**src/logic/agisr_cfg.svh**
```systemverilog
// Purpose: Offsets, field positions, reset values and counts of the
//          gain, input and status register bank.
// Assumes: Register index times four is the byte address.
// Notes:   Definitions only.
`ifndef AGISR_CFG_SVH
`define AGISR_CFG_SVH

// ==========================================================
// Register indices
`define AGISR_IDX_CLKDIV 5'h05
`define AGISR_IDX_AMP 5'h06
`define AGISR_IDX_GAIN_R 5'h07
`define AGISR_IDX_GAIN_L 5'h08
`define AGISR_IDX_INCTL 5'h09
`define AGISR_IDX_POL 5'h0C
`define AGISR_IDX_STAT 5'h0D
`define AGISR_IDX_MASK 5'h0E
`define AGISR_IDX_MODE_HI 5'h0F
`define AGISR_IDX_MODE_LO 5'h10
`define AGISR_IDX_HOLD 5'h11

// ==========================================================
// Field positions
`define AGISR_DIV_MSB 6
`define AGISR_DIV_LSB 4
`define AGISR_AMP_BIT 6
`define AGISR_SOFT_BIT 4
`define AGISR_ZERO_BIT 3
`define AGISR_FREEZE_BIT 0
`define AGISR_MUTE_BIT 1
`define AGISR_STAT_VALID 8'h0B

// ==========================================================
// Reset values
`define AGISR_RST_DIV 3'h0
`define AGISR_RST_AMP 1'b1
`define AGISR_RST_GAIN 6'h00
`define AGISR_RST_SEL 3'h1
`define AGISR_RST_BYTE 8'h00

// ==========================================================
// Counts
`define AGISR_TMO_LAST 10'h1FF
`define AGISR_MUTE_LEVEL 8'h80

`endif

```
**src/logic/agisr_pkg.sv**
```systemverilog
// Purpose: Types shared by the register bank and the gain engine.
// Assumes: Levels are signed eighths of a decibel.
// Notes:   None.
package agisr_pkg;
  typedef logic signed [7:0] agisr_level_t;
  typedef enum logic [1:0] {
    XM_IMMED = 2'b00,
    XM_ZERO = 2'b01,
    XM_SOFT = 2'b10,
    XM_BOTH = 2'b11
  } agisr_xmode_e;
  typedef enum logic [1:0] {
    SM_RISE = 2'b00,
    SM_FALL = 2'b01,
    SM_LEVEL = 2'b10,
    SM_RSVD = 2'b11
  } agisr_smode_e;
endpackage

```
**src/logic/agisr_ch_if.sv**
```systemverilog
// Purpose: Carries one channel's target and pacing to its gain engine.
// Assumes: All signals belong to the one device clock.
// Notes:   None.
`timescale 1ns/1ps
interface agisr_ch_if;
  import agisr_pkg::*;
  agisr_level_t target;
  agisr_xmode_e xmode;
  logic tick;
  logic zc;
  agisr_level_t level;
  modport engine (input target, input xmode, input tick, input zc,
                  output level);
  modport ctrl (output target, output xmode, output tick, output zc,
                input level);
endinterface

```
**src/logic/agisr_gain_ramp.sv**
```systemverilog
// Purpose: Moves one channel's applied level toward its target.
// Assumes: tick pulses once per sample period; zc pulses on a crossing.
// Notes:   The timeout fires 512 sample periods after the last change.
`timescale 1ns/1ps
`include "agisr_cfg.svh"
module agisr_gain_ramp
  import agisr_pkg::*;
(
  input wire logic clock,
  input wire logic reset_n,
  input wire logic clk_en,
  agisr_ch_if.engine ch
);
  agisr_level_t level_q, level_d, stepped;
  logic [9:0] tmo_q, tmo_d;
  logic differs, rising, fire;

  // ==========================================================
  // Step selection
  assign differs = (ch.target != level_q);
  assign rising = (ch.target > level_q);
  assign stepped = rising ? agisr_level_t'(level_q + 8'sd1)
                          : agisr_level_t'(level_q - 8'sd1);
  assign fire = ch.zc || (ch.tick && (tmo_q == `AGISR_TMO_LAST));
  assign ch.level = level_q;

  always_comb begin
    level_d = level_q;
    unique case (ch.xmode)
      XM_IMMED: level_d = ch.target;
      XM_SOFT: if (differs && ch.tick) level_d = stepped;
      XM_ZERO: if (differs && fire) level_d = ch.target;
      XM_BOTH: if (differs && fire) level_d = stepped;
    endcase
  end

  // The wait restarts after every change so each step gets its own timeout.
  always_comb begin
    tmo_d = tmo_q;
    if (!differs || (level_d != level_q)) begin
      tmo_d = 10'h000;
    end else if (ch.tick) begin
      tmo_d = 10'(tmo_q + 10'h001);
    end
  end

  always_ff @(posedge clock or negedge reset_n) begin
    if (!reset_n) begin
      level_q <= 8'h00;
      tmo_q <= 10'h000;
    end else if (clk_en) begin
      level_q <= level_d;
      tmo_q <= tmo_d;
    end
  end

  // ==========================================================
  // Checks
  chk_soft_one_step: assert property (@(posedge clock) disable iff (!reset_n)
    clk_en && ch.xmode == XM_SOFT && ch.tick && differs |=>
    (level_q == agisr_level_t'($past(level_q) + 8'sd1)) ||
    (level_q == agisr_level_t'($past(level_q) - 8'sd1)))
    else $error("soft ramp did not move by one eighth dB");
  chk_zero_waits: assert property (@(posedge clock) disable iff (!reset_n)
    clk_en && ch.xmode == XM_ZERO && !fire |=> $stable(level_q))
    else $error("zero cross level changed without a crossing");
  chk_tmo_bound: assert property (@(posedge clock) disable iff (!reset_n)
    tmo_q <= `AGISR_TMO_LAST)
    else $error("zero cross timeout counter overran");
  chk_immed_apply: assert property (@(posedge clock) disable iff (!reset_n)
    clk_en && ch.xmode == XM_IMMED |=> level_q == $past(ch.target))
    else $error("immediate mode did not apply target");
  cov_timeout_fire: cover property (@(posedge clock) disable iff (!reset_n)
    differs && ch.tick && tmo_q == `AGISR_TMO_LAST && !ch.zc);
  cov_ramp_done: cover property (@(posedge clock) disable iff (!reset_n)
    ch.xmode == XM_SOFT && differs ##1 !differs);
endmodule // agisr_gain_ramp

```
**src/logic/agisr_top.sv**
```systemverilog
// Purpose: Control and status registers of a stereo audio converter.
// Assumes: Avalon-MM slave, one wait state, data in byte lane 0.
// Notes:   Status sources and crossing pulses come from the local clock.
`timescale 1ns/1ps
`include "agisr_cfg.svh"
module agisr_top
  import agisr_pkg::*;
(
  input wire logic clock,
  input wire logic reset_n,
  input wire logic clk_en,
  input wire logic [6:0] avs_address,
  input wire logic avs_read,
  input wire logic avs_write,
  input wire logic [31:0] avs_writedata,
  input wire logic [3:0] avs_byteenable,
  output logic [31:0] avs_readdata,
  output logic avs_waitrequest,
  input wire logic mclk_pin,
  input wire logic lrck_pin,
  input wire logic [1:0] zero_cross,
  input wire logic clock_fault,
  input wire logic over_range,
  input wire logic under_range,
  output logic mclk_div_tick,
  output logic amp_out_a_oe,
  output logic amp_out_b_oe,
  output logic [2:0] mux_sel,
  output logic mic_boost_en,
  output logic irq_out,
  output logic irq_oe,
  output logic [7:0] left_level,
  output logic [7:0] right_level
);
  // ==========================================================
  // Register state
  logic wait_q;
  logic [31:0] rdata_q;
  logic [2:0] clkdiv_q;
  logic amp_en_q;
  logic [5:0] gain_q [2];
  logic [5:0] gain_app_q [2];
  logic soft_q, zero_q;
  logic [2:0] sel_q;
  logic pol_q;
  logic [7:0] mask_q, mode_hi_q, mode_lo_q, status_q, cond_prev_q;
  logic freeze_q, mute_q, mute_app_q;
  agisr_level_t level_w [2];

  // ==========================================================
  // Bus decode
  logic [4:0] idx;
  logic wr_go, rd_go;
  logic hit_div, hit_amp, hit_gr, hit_gl, hit_in, hit_pol;
  logic hit_stat, hit_mask, hit_mhi, hit_mlo, hit_hold;
  logic [7:0] wbyte, rd_mux, clr_bits;
  assign idx = avs_address[6:2];
  assign wr_go = avs_write && !wait_q && avs_byteenable[0];
  assign rd_go = avs_read && !wait_q;
  assign wbyte = avs_writedata[7:0];
  assign hit_div = (idx == `AGISR_IDX_CLKDIV);
  assign hit_amp = (idx == `AGISR_IDX_AMP);
  assign hit_gr = (idx == `AGISR_IDX_GAIN_R);
  assign hit_gl = (idx == `AGISR_IDX_GAIN_L);
  assign hit_in = (idx == `AGISR_IDX_INCTL);
  assign hit_pol = (idx == `AGISR_IDX_POL);
  assign hit_stat = (idx == `AGISR_IDX_STAT);
  assign hit_mask = (idx == `AGISR_IDX_MASK);
  assign hit_mhi = (idx == `AGISR_IDX_MODE_HI);
  assign hit_mlo = (idx == `AGISR_IDX_MODE_LO);
  assign hit_hold = (idx == `AGISR_IDX_HOLD);

  // Unmapped offsets read as zero and ignore writes.
  assign rd_mux =
    hit_div ? {1'b0, clkdiv_q, 4'h0} :
    hit_amp ? {1'b0, amp_en_q, 6'h00} :
    hit_gr ? {2'b00, gain_q[1]} :
    hit_gl ? {2'b00, gain_q[0]} :
    hit_in ? {3'b000, soft_q, zero_q, sel_q} :
    hit_pol ? {7'h00, pol_q} :
    hit_stat ? (status_q & mask_q) :
    hit_mask ? mask_q :
    hit_mhi ? mode_hi_q :
    hit_mlo ? mode_lo_q :
    hit_hold ? {6'h00, mute_q, freeze_q} :
    8'h00;

  // One wait state: the request is seen, data captured, then released.
  always_ff @(posedge clock or negedge reset_n) begin
    if (!reset_n) begin
      wait_q <= 1'b1;
      rdata_q <= 32'h00000000;
    end else if (clk_en) begin
      wait_q <= !((avs_read || avs_write) && wait_q);
      if (avs_read && wait_q) begin
        rdata_q <= {24'h000000, rd_mux};
      end
    end
  end
  assign avs_readdata = rdata_q;
  assign avs_waitrequest = wait_q;

  // ==========================================================
  // Control registers
  always_ff @(posedge clock or negedge reset_n) begin
    if (!reset_n) begin
      clkdiv_q <= `AGISR_RST_DIV;
      amp_en_q <= `AGISR_RST_AMP;
      soft_q <= 1'b1;
      zero_q <= 1'b1;
      sel_q <= `AGISR_RST_SEL;
      pol_q <= 1'b0;
    end else if (clk_en && wr_go) begin
      if (hit_div) clkdiv_q <= wbyte[`AGISR_DIV_MSB:`AGISR_DIV_LSB];
      if (hit_amp) amp_en_q <= wbyte[`AGISR_AMP_BIT];
      if (hit_in) soft_q <= wbyte[`AGISR_SOFT_BIT];
      if (hit_in) zero_q <= wbyte[`AGISR_ZERO_BIT];
      if (hit_in) sel_q <= wbyte[2:0];
      if (hit_pol) pol_q <= wbyte[0];
    end
  end

  always_ff @(posedge clock or negedge reset_n) begin
    if (!reset_n) begin
      mask_q <= `AGISR_RST_BYTE;
      mode_hi_q <= `AGISR_RST_BYTE;
      mode_lo_q <= `AGISR_RST_BYTE;
      freeze_q <= 1'b0;
      mute_q <= 1'b0;
    end else if (clk_en && wr_go) begin
      if (hit_mask) mask_q <= wbyte & `AGISR_STAT_VALID;
      if (hit_mhi) mode_hi_q <= wbyte & `AGISR_STAT_VALID;
      if (hit_mlo) mode_lo_q <= wbyte & `AGISR_STAT_VALID;
      if (hit_hold) freeze_q <= wbyte[`AGISR_FREEZE_BIT];
      if (hit_hold) mute_q <= wbyte[`AGISR_MUTE_BIT];
    end
  end

  // Gain codes outside the allowed span are stored as written.
  always_ff @(posedge clock or negedge reset_n) begin
    if (!reset_n) begin
      gain_q[0] <= `AGISR_RST_GAIN;
      gain_q[1] <= `AGISR_RST_GAIN;
    end else if (clk_en && wr_go) begin
      if (hit_gl) gain_q[0] <= wbyte[5:0];
      if (hit_gr) gain_q[1] <= wbyte[5:0];
    end
  end

  // Pending values pass to the engines only while freeze is clear.
  always_ff @(posedge clock or negedge reset_n) begin
    if (!reset_n) begin
      gain_app_q[0] <= `AGISR_RST_GAIN;
      gain_app_q[1] <= `AGISR_RST_GAIN;
      mute_app_q <= 1'b0;
    end else if (clk_en && !freeze_q) begin
      gain_app_q[0] <= gain_q[0];
      gain_app_q[1] <= gain_q[1];
      mute_app_q <= mute_q;
    end
  end

  // ==========================================================
  // Pin synchronisers and master clock divider
  logic [2:0] mclk_sync_q, lrck_sync_q;
  logic [3:0] acc_q, acc_sum, div_lim;
  logic mclk_rise, lr_tick, div_fire, div_tick_q;
  always_ff @(posedge clock or negedge reset_n) begin
    if (!reset_n) begin
      mclk_sync_q <= 3'h0;
      lrck_sync_q <= 3'h0;
    end else if (clk_en) begin
      mclk_sync_q <= {mclk_sync_q[1:0], mclk_pin};
      lrck_sync_q <= {lrck_sync_q[1:0], lrck_pin};
    end
  end
  assign mclk_rise = mclk_sync_q[1] && !mclk_sync_q[2];
  assign lr_tick = lrck_sync_q[1] && !lrck_sync_q[2];

  // The accumulator counts half input periods, which gives the 1.5 ratio.
  assign div_lim = (clkdiv_q == 3'h0) ? 4'h2 :
                   (clkdiv_q == 3'h1) ? 4'h3 :
                   (clkdiv_q == 3'h2) ? 4'h4 :
                   (clkdiv_q == 3'h3) ? 4'h6 :
                   (clkdiv_q == 3'h4) ? 4'h8 : 4'h0;
  assign acc_sum = 4'(acc_q + 4'h2);
  assign div_fire = mclk_rise && (div_lim != 4'h0) && (acc_sum >= div_lim);
  always_ff @(posedge clock or negedge reset_n) begin
    if (!reset_n) begin
      acc_q <= 4'h0;
      div_tick_q <= 1'b0;
    end else if (clk_en) begin
      div_tick_q <= div_fire;
      if (div_lim == 4'h0) begin
        acc_q <= 4'h0;
      end else if (mclk_rise) begin
        acc_q <= div_fire ? 4'(acc_sum - div_lim) : acc_sum;
      end
    end
  end
  assign mclk_div_tick = div_tick_q;

  // ==========================================================
  // Gain engines, one per channel; index 0 is left, 1 is right
  genvar c;
  generate
    for (c = 0; c < 2; c++) begin : gen_ch
      agisr_ch_if ch_bus ();
      // Muting rides the same transition path as a gain change.
      assign ch_bus.target = mute_app_q ?
        agisr_level_t'(`AGISR_MUTE_LEVEL) :
        agisr_level_t'({gain_app_q[c], 2'b00});
      assign ch_bus.xmode = agisr_xmode_e'({soft_q, zero_q});
      assign ch_bus.tick = lr_tick;
      assign ch_bus.zc = zero_cross[c];
      assign level_w[c] = ch_bus.level;
      agisr_gain_ramp u_ramp (
        .clock(clock),
        .reset_n(reset_n),
        .clk_en(clk_en),
        .ch(ch_bus.engine)
      );
    end
  endgenerate
  assign left_level = level_w[0];
  assign right_level = level_w[1];

  // ==========================================================
  // Status events
  logic [7:0] cond_vec, ev_vec, ev_masked;
  assign cond_vec = {4'h0, clock_fault, 1'b0, over_range, under_range};
  genvar b;
  generate
    for (b = 0; b < 8; b++) begin : gen_ev
      agisr_smode_e md;
      assign md = agisr_smode_e'({mode_hi_q[b], mode_lo_q[b]});
      assign ev_vec[b] =
        (md == SM_RISE) ? (cond_vec[b] && !cond_prev_q[b]) :
        (md == SM_FALL) ? (!cond_vec[b] && cond_prev_q[b]) :
        (md == SM_LEVEL) ? cond_vec[b] : 1'b0;
    end
  endgenerate
  assign ev_masked = ev_vec & mask_q & `AGISR_STAT_VALID;
  // Only bits already handed to software are cleared, and a new event wins.
  assign clr_bits = (rd_go && hit_stat) ? rdata_q[7:0] : 8'h00;
  always_ff @(posedge clock or negedge reset_n) begin
    if (!reset_n) begin
      status_q <= `AGISR_RST_BYTE;
      cond_prev_q <= `AGISR_RST_BYTE;
    end else if (clk_en) begin
      status_q <= (status_q & ~clr_bits) | ev_masked;
      cond_prev_q <= cond_vec;
    end
  end

  // ==========================================================
  // Pins driven from configuration
  logic irq_any;
  assign irq_any = |(status_q & mask_q);
  always_ff @(posedge clock or negedge reset_n) begin
    if (!reset_n) begin
      amp_out_a_oe <= 1'b0;
      amp_out_b_oe <= 1'b0;
      mux_sel <= `AGISR_RST_SEL;
      mic_boost_en <= 1'b0;
      irq_out <= 1'b0;
      irq_oe <= 1'b0;
    end else if (clk_en) begin
      amp_out_a_oe <= amp_en_q;
      amp_out_b_oe <= amp_en_q;
      mux_sel <= sel_q;
      mic_boost_en <= (sel_q == 3'h0);
      irq_out <= pol_q && irq_any;
      irq_oe <= pol_q || irq_any;
    end
  end

  // ==========================================================
  // Checks
  chk_div_by_one: assert property (@(posedge clock) disable iff (!reset_n)
    clk_en && clkdiv_q == 3'h0 && mclk_rise |=> div_tick_q)
    else $error("divide by one missed a tick");
  // The sampled reset keeps the release edge out, as the pins still hold reset.
  chk_amp_pins: assert property (@(posedge clock) disable iff (!reset_n)
    reset_n && clk_en && $stable(amp_en_q) |=>
    amp_out_a_oe == $past(amp_en_q) && amp_out_b_oe == amp_out_a_oe)
    else $error("amplifier pin enables disagree with control bit");
  chk_mic_boost: assert property (@(posedge clock) disable iff (!reset_n)
    mic_boost_en == (mux_sel == 3'h0))
    else $error("boost not tied to microphone select");
  chk_irq_polarity: assert property (@(posedge clock) disable iff (!reset_n)
    clk_en ##1 clk_en |=> (pol_q != $past(pol_q, 2)) ||
    (pol_q ? irq_oe : !irq_out))
    else $error("interrupt pin drive wrong for polarity");
  chk_read_masked: assert property (@(posedge clock) disable iff (!reset_n)
    clk_en && avs_read && wait_q && hit_stat |=>
    (avs_readdata[7:0] & ~$past(mask_q)) == 8'h00)
    else $error("masked status bit read as one");
  chk_read_clears: assert property (@(posedge clock) disable iff (!reset_n)
    clk_en && rd_go && hit_stat && ev_masked == 8'h00 |=>
    (status_q & $past(rdata_q[7:0])) == 8'h00)
    else $error("status read did not clear reported bits");
  chk_set_wins: assert property (@(posedge clock) disable iff (!reset_n)
    clk_en |=> (status_q & $past(ev_masked)) == $past(ev_masked))
    else $error("status event lost");
  chk_mask_blocks: assert property (@(posedge clock) disable iff (!reset_n)
    clk_en |=> (status_q & ~$past(status_q) & ~$past(ev_masked)) == 8'h00)
    else $error("status bit set without unmasked event");
  chk_freeze_hold: assert property (@(posedge clock) disable iff (!reset_n)
    freeze_q |=> $stable(gain_app_q[0]) && $stable(mute_app_q))
    else $error("frozen gain or mute changed");
  chk_irq_follows: assert property (@(posedge clock) disable iff (!reset_n)
    clk_en && pol_q ##1 clk_en && pol_q |-> irq_out == $past(irq_any))
    else $error("interrupt pin not following status");
  cov_status_read: cover property (@(posedge clock) disable iff (!reset_n)
    rd_go && hit_stat && rdata_q[3]);
  cov_freeze_release: cover property (@(posedge clock) disable iff (!reset_n)
    freeze_q ##1 !freeze_q);
  cov_div_half: cover property (@(posedge clock) disable iff (!reset_n)
    clkdiv_q == 3'h1 && div_tick_q);
endmodule // agisr_top

```
**config.mk**
```make
export PLATFORM = sky130hd
export DESIGN_NAME = agisr_top
export DESIGN_NICKNAME = d
export VERILOG_FILES = /design/src/logic/agisr_pkg.sv /design/src/logic/agisr_ch_if.sv /design/src/logic/agisr_gain_ramp.sv /design/src/logic/agisr_top.sv
export VERILOG_INCLUDE_DIRS = /design/src /design/src/logic
export SDC_FILE = /design/constraint.sdc
export NUM_CORES = 1
export LEC_CHECK = 0
export ABC_CLOCK_PERIOD_IN_PS = 4200
export BUFFER_PORTS_ARGS = -buffer_cell sky130_fd_sc_hd__buf_2
export CORE_ASPECT_RATIO = 0.6
export CORE_MARGIN = 2
export CORE_UTILIZATION = 53
export CTS_CLUSTER_DIAMETER = 60
export DETAILED_ROUTE_END_ITERATION = 12
export PLACE_DENSITY = 0.78
export SLEW_MARGIN = 20
export SYNTH_ARGS = -nofsm -noshare
export SYNTH_HDL_FRONTEND = slang
export SYNTH_SLANG_ARGS = --single-unit
export TNS_END_PERCENT = 5
```
**constraint.sdc**
```tcl
create_clock -name clock -period 4.2 [get_ports clock]
set_input_delay 0.63 -clock clock [delete_from_list [all_inputs] [get_ports clock]]
set_output_delay 0.63 -clock clock [all_outputs]
set_load 0.01 [all_outputs]
```
==> summary.txt <==
Routing
  • Drt total wl: around 23000 um
  • DRC Markers: 0
  • WL per Instance: around 19 um
  • DRT iter0 DRCs: roughly 730
  • Via count: around 7400
  • Antenna-violating nets left: 0
  • DR vias/cell: roughly 6.3
  • Drt first pass iters: 8

Power and ir drop
  • Leak: between 4 and 5 nW
  • Total Power: 4.694 mW
  • PwrDens: approximately 490 nW/um^2
  • Worst VDD drop: roughly 210 uV

Placed design
  • # port buffers: 57
  • GPL Wtd Cong: 0.9722
  • DP HPWL: around 16000 um
  • Post-Place Worst Slack: -14.96 ps

CTS
  • Max clock buf depth: 2
  • # hold bufs at CTS: 0
  • Clk Tree Root Cell: clkbuf_16
  • Clk slew on worst S/H paths: 60 ps
  • Clock Latency Late Sink: 410 ps
  • Htree depth: 4
  • Clk sinks: ~110
  • CTS Buf Count: 17
  • CTS tree: done

Die
  • Core ar.: approximately 15000 sq um
  • Site Rows: 34
  • Initial Utilization: 54.51%
  • Die W: around 160 um
  • Die H: about 99 um
  • Die area: 16040 sq um
  • Ports: 113

Critical path
  • Critical Path Sink Type: flop
  • WP data arrival: 4400 ps
  • Worst EP required: about 4600 ps
  • Crit Path Class: reg2reg
  • R2R depth: 17
  • Startpoint Class: flop
  • Worst-path fanout max: 5

GRT
  • Largest net degree at the start of global routing: between 60 and 70
  • Total Routing Usage GR: 28.69%
  • First-pass GRT wire length: 36400 um
  • Initial antenna violation count: 0
  • GRT Residual Overflow: 0
  • Number of global-route vias before repair: roughly 6900

STA
  • Final count of hold timing violations: 0
  • Fmax achieved: ~250 MHz
  • Setup Viol. Count Final: 0
  • Worst Tran Pin Value: slightly above 800 ps
  • Setup ws final: approximately 140 ps
  • Clk_skew: roughly 9.6 ps
  • Final min period: 4056 ps
  • Post-route clock period utilization: a little over nine tenths
  • Pins Over Slew Limit: 0
  • Worst relative slew slack: about 44%

Cells and area
  • Final Net Count: 1068
  • Fill cells: approximately 1100
  • Ant. Diodes: 0
  • Area occupied by multi-input gates: between 4000 and 5000 sq um
  • Fin util: roughly 66%
  • FF+latch area: approximately 2900 sq um
  • Layout area overhead: 20.72%
  • Share of cells above drive strength 1: around 30%

Synth
  • Mapped Area: 7954 sq um
  • Synth area leaders: dfrtp_1, mux2_2, ha_1
  • Mapped Cells: between 800 and 900
  • Register bit count reported by yosys: ~110
  • Post-synth ARST share: between 90% and 100%
  • Yosys warning count: 0
  • EDFF count, synth: 0
  • Yosys top cell area share: about a third
  • Syn avg cell area: 9.292 sq um
  • Cell variety after synth: 85
  • Ys flop type: dfrtp_1
  • Largest area contributor in the netlist: dfrtp_1
  • Post-synthesis sequential area ratio: approximately 36%

Worst hold path
  • Hold/Removal Path Class: in2async

Outcome
  • Status: finished clean

Job
  • Max-cap violations: 0
metrics by stage:
step / TNS, ps / hold slack, ps / area, sq um / cells
after floorplan: 0 / 334.4 / 8044 / 880
final: 0 / 282.0 / 9602 / 1186
after global routing: -52.30 / 351.3 / 9602 / 1186
after global placement: 0 / 460.6 / 8726 / 1147
after CTS: 0 / 322.2 / 9333 / 1179
after detailed placement: -15.70 / 465.2 / 8726 / 1147
power breakdown:
part | total [mW] | switching [mW] | internal (mW)
clock | 1.44 | 0.541 | 0.901
combinational | 1.98 | 1.09 | 0.886
sequential | 1.28 | 0.0847 | 1.19
total | 4.69 | 1.72 | 2.98
what timing repair did:
action	CTS	global route
pin swaps	3	23
setup endpoints to repair	16	21
buffers inserted	1	6
cloned	0	1
resized for setup	4	48
critical path, stage by stage (launching register included):
cell and delay [ps]:
dfrtp_2 460, nand2b_4 160, inv_1 80, ha_1 260, a21oi_2 160, o22ai_2 90, o211ai_1 480, buf_4 230
ha_2 200, o211ai_1 180, o21a_1 240, a2111oi_2 330, mux2i_1 140, a32o_1 280, nor4_4 260, buf_4 180
a31o_1 130, a22o_1 140
sequential cells by signal (all words and copies together) (netlist names), 4 cells and up:
| name | cells |
|---|---|
| acc_q | 4 |
| avs_readdata | 7 |
| gain_app_q | 12 |
| gain_q | 12 |
| gen_ch.u_ramp.ch.level | 16 |
| gen_ch.u_ramp.tmo_q | 20 |
metal layers:
layer	share of wire [%]	track usage, %	routed length (um)
met5	0	0	0
met4	1.7	6.535	392
met3	9.3	6.439	2137
met2	42	40.88	9591
met1	47	44.17	10830
kinds of logic after synthesis:
family                     share of synthesized area (%)
and+or+nand+nor                                    17.84
AOI/OAI and AO/OA                                  22.09
DFF                                                35.96
buffers and inverters                              7.441
muxes                                              8.982
adders and majority gates                          6.104
xor gates and xnor gates                           1.542
other                                            0.04715
cell usage in the layout, fill, tap and decap left out, types with 7 or more instances in the layout:
cell type,netlist,routed
a31oi_1,8,8
a21o_1,11,11
buf_2,5,57
mux2_2,59,59
a32o_1,8,8
o21ai_0,60,56
conb_1,1,25
inv_1,54,54
nand3_1,21,20
ha_1,34,29
nor4_1,8,8
nor3_1,15,15
buf_4,31,75
o211ai_1,17,17
clkbuf_16,0,17
nand4_1,9,9
nand2b_1,16,14
a22o_1,12,12
nor2_1,64,59
nor2b_1,18,16
dfrtp_1,108,107
nand2_1,66,66
o22ai_1,15,9
xnor2_1,8,8
o21ai_1,3,7
a21oi_1,37,33
cell usage after synthesis, types with 7 or more instances:
cell	count
o21ai_0	60
clkbuf_1	16
a21oi_1	37
ha_1	34
a31oi_1	8
mux2_2	59
o211ai_1	17
o221ai_1	8
a21o_1	11
nor2_1	64
nor4_1	8
a211oi_1	7
o22ai_1	15
nand3_1	21
dfrtp_1	108
a22o_1	12
xnor2_1	8
nor2b_1	18
nand2b_1	16
inv_1	54
buf_4	31
nand4_1	9
a22oi_1	7
nor3_1	15
nand2_1	66
a32o_1	8
worst paths after layout:
path / end / startpoint / slack, ps
worst max-delay path: gen_ch[1].u_ramp.tmo_q[1] / mute_app_q / 140
worst min-delay path: avs_readdata[3] / reset_n / 280
worst max register to register: gen_ch[1].u_ramp.tmo_q[1] / mute_app_q / 140
worst min register to register: avs_readdata[6] / avs_readdata[6] / 470
max in group asynchronous: mux_sel[0] / reset_n / 3010
min in group clock: avs_readdata[6] / avs_readdata[6] / 470
final cells by class:
type,instances,share of cell area [%]
clock buffer,19,4.717
clock inverter,12,1.381
inverter,56,2.215
multi-input combinational,652,50.12
sequential,114,29.80
tap,198,2.580
timing repair buffer,135,9.187
Power figures use the tool's default switching activity.
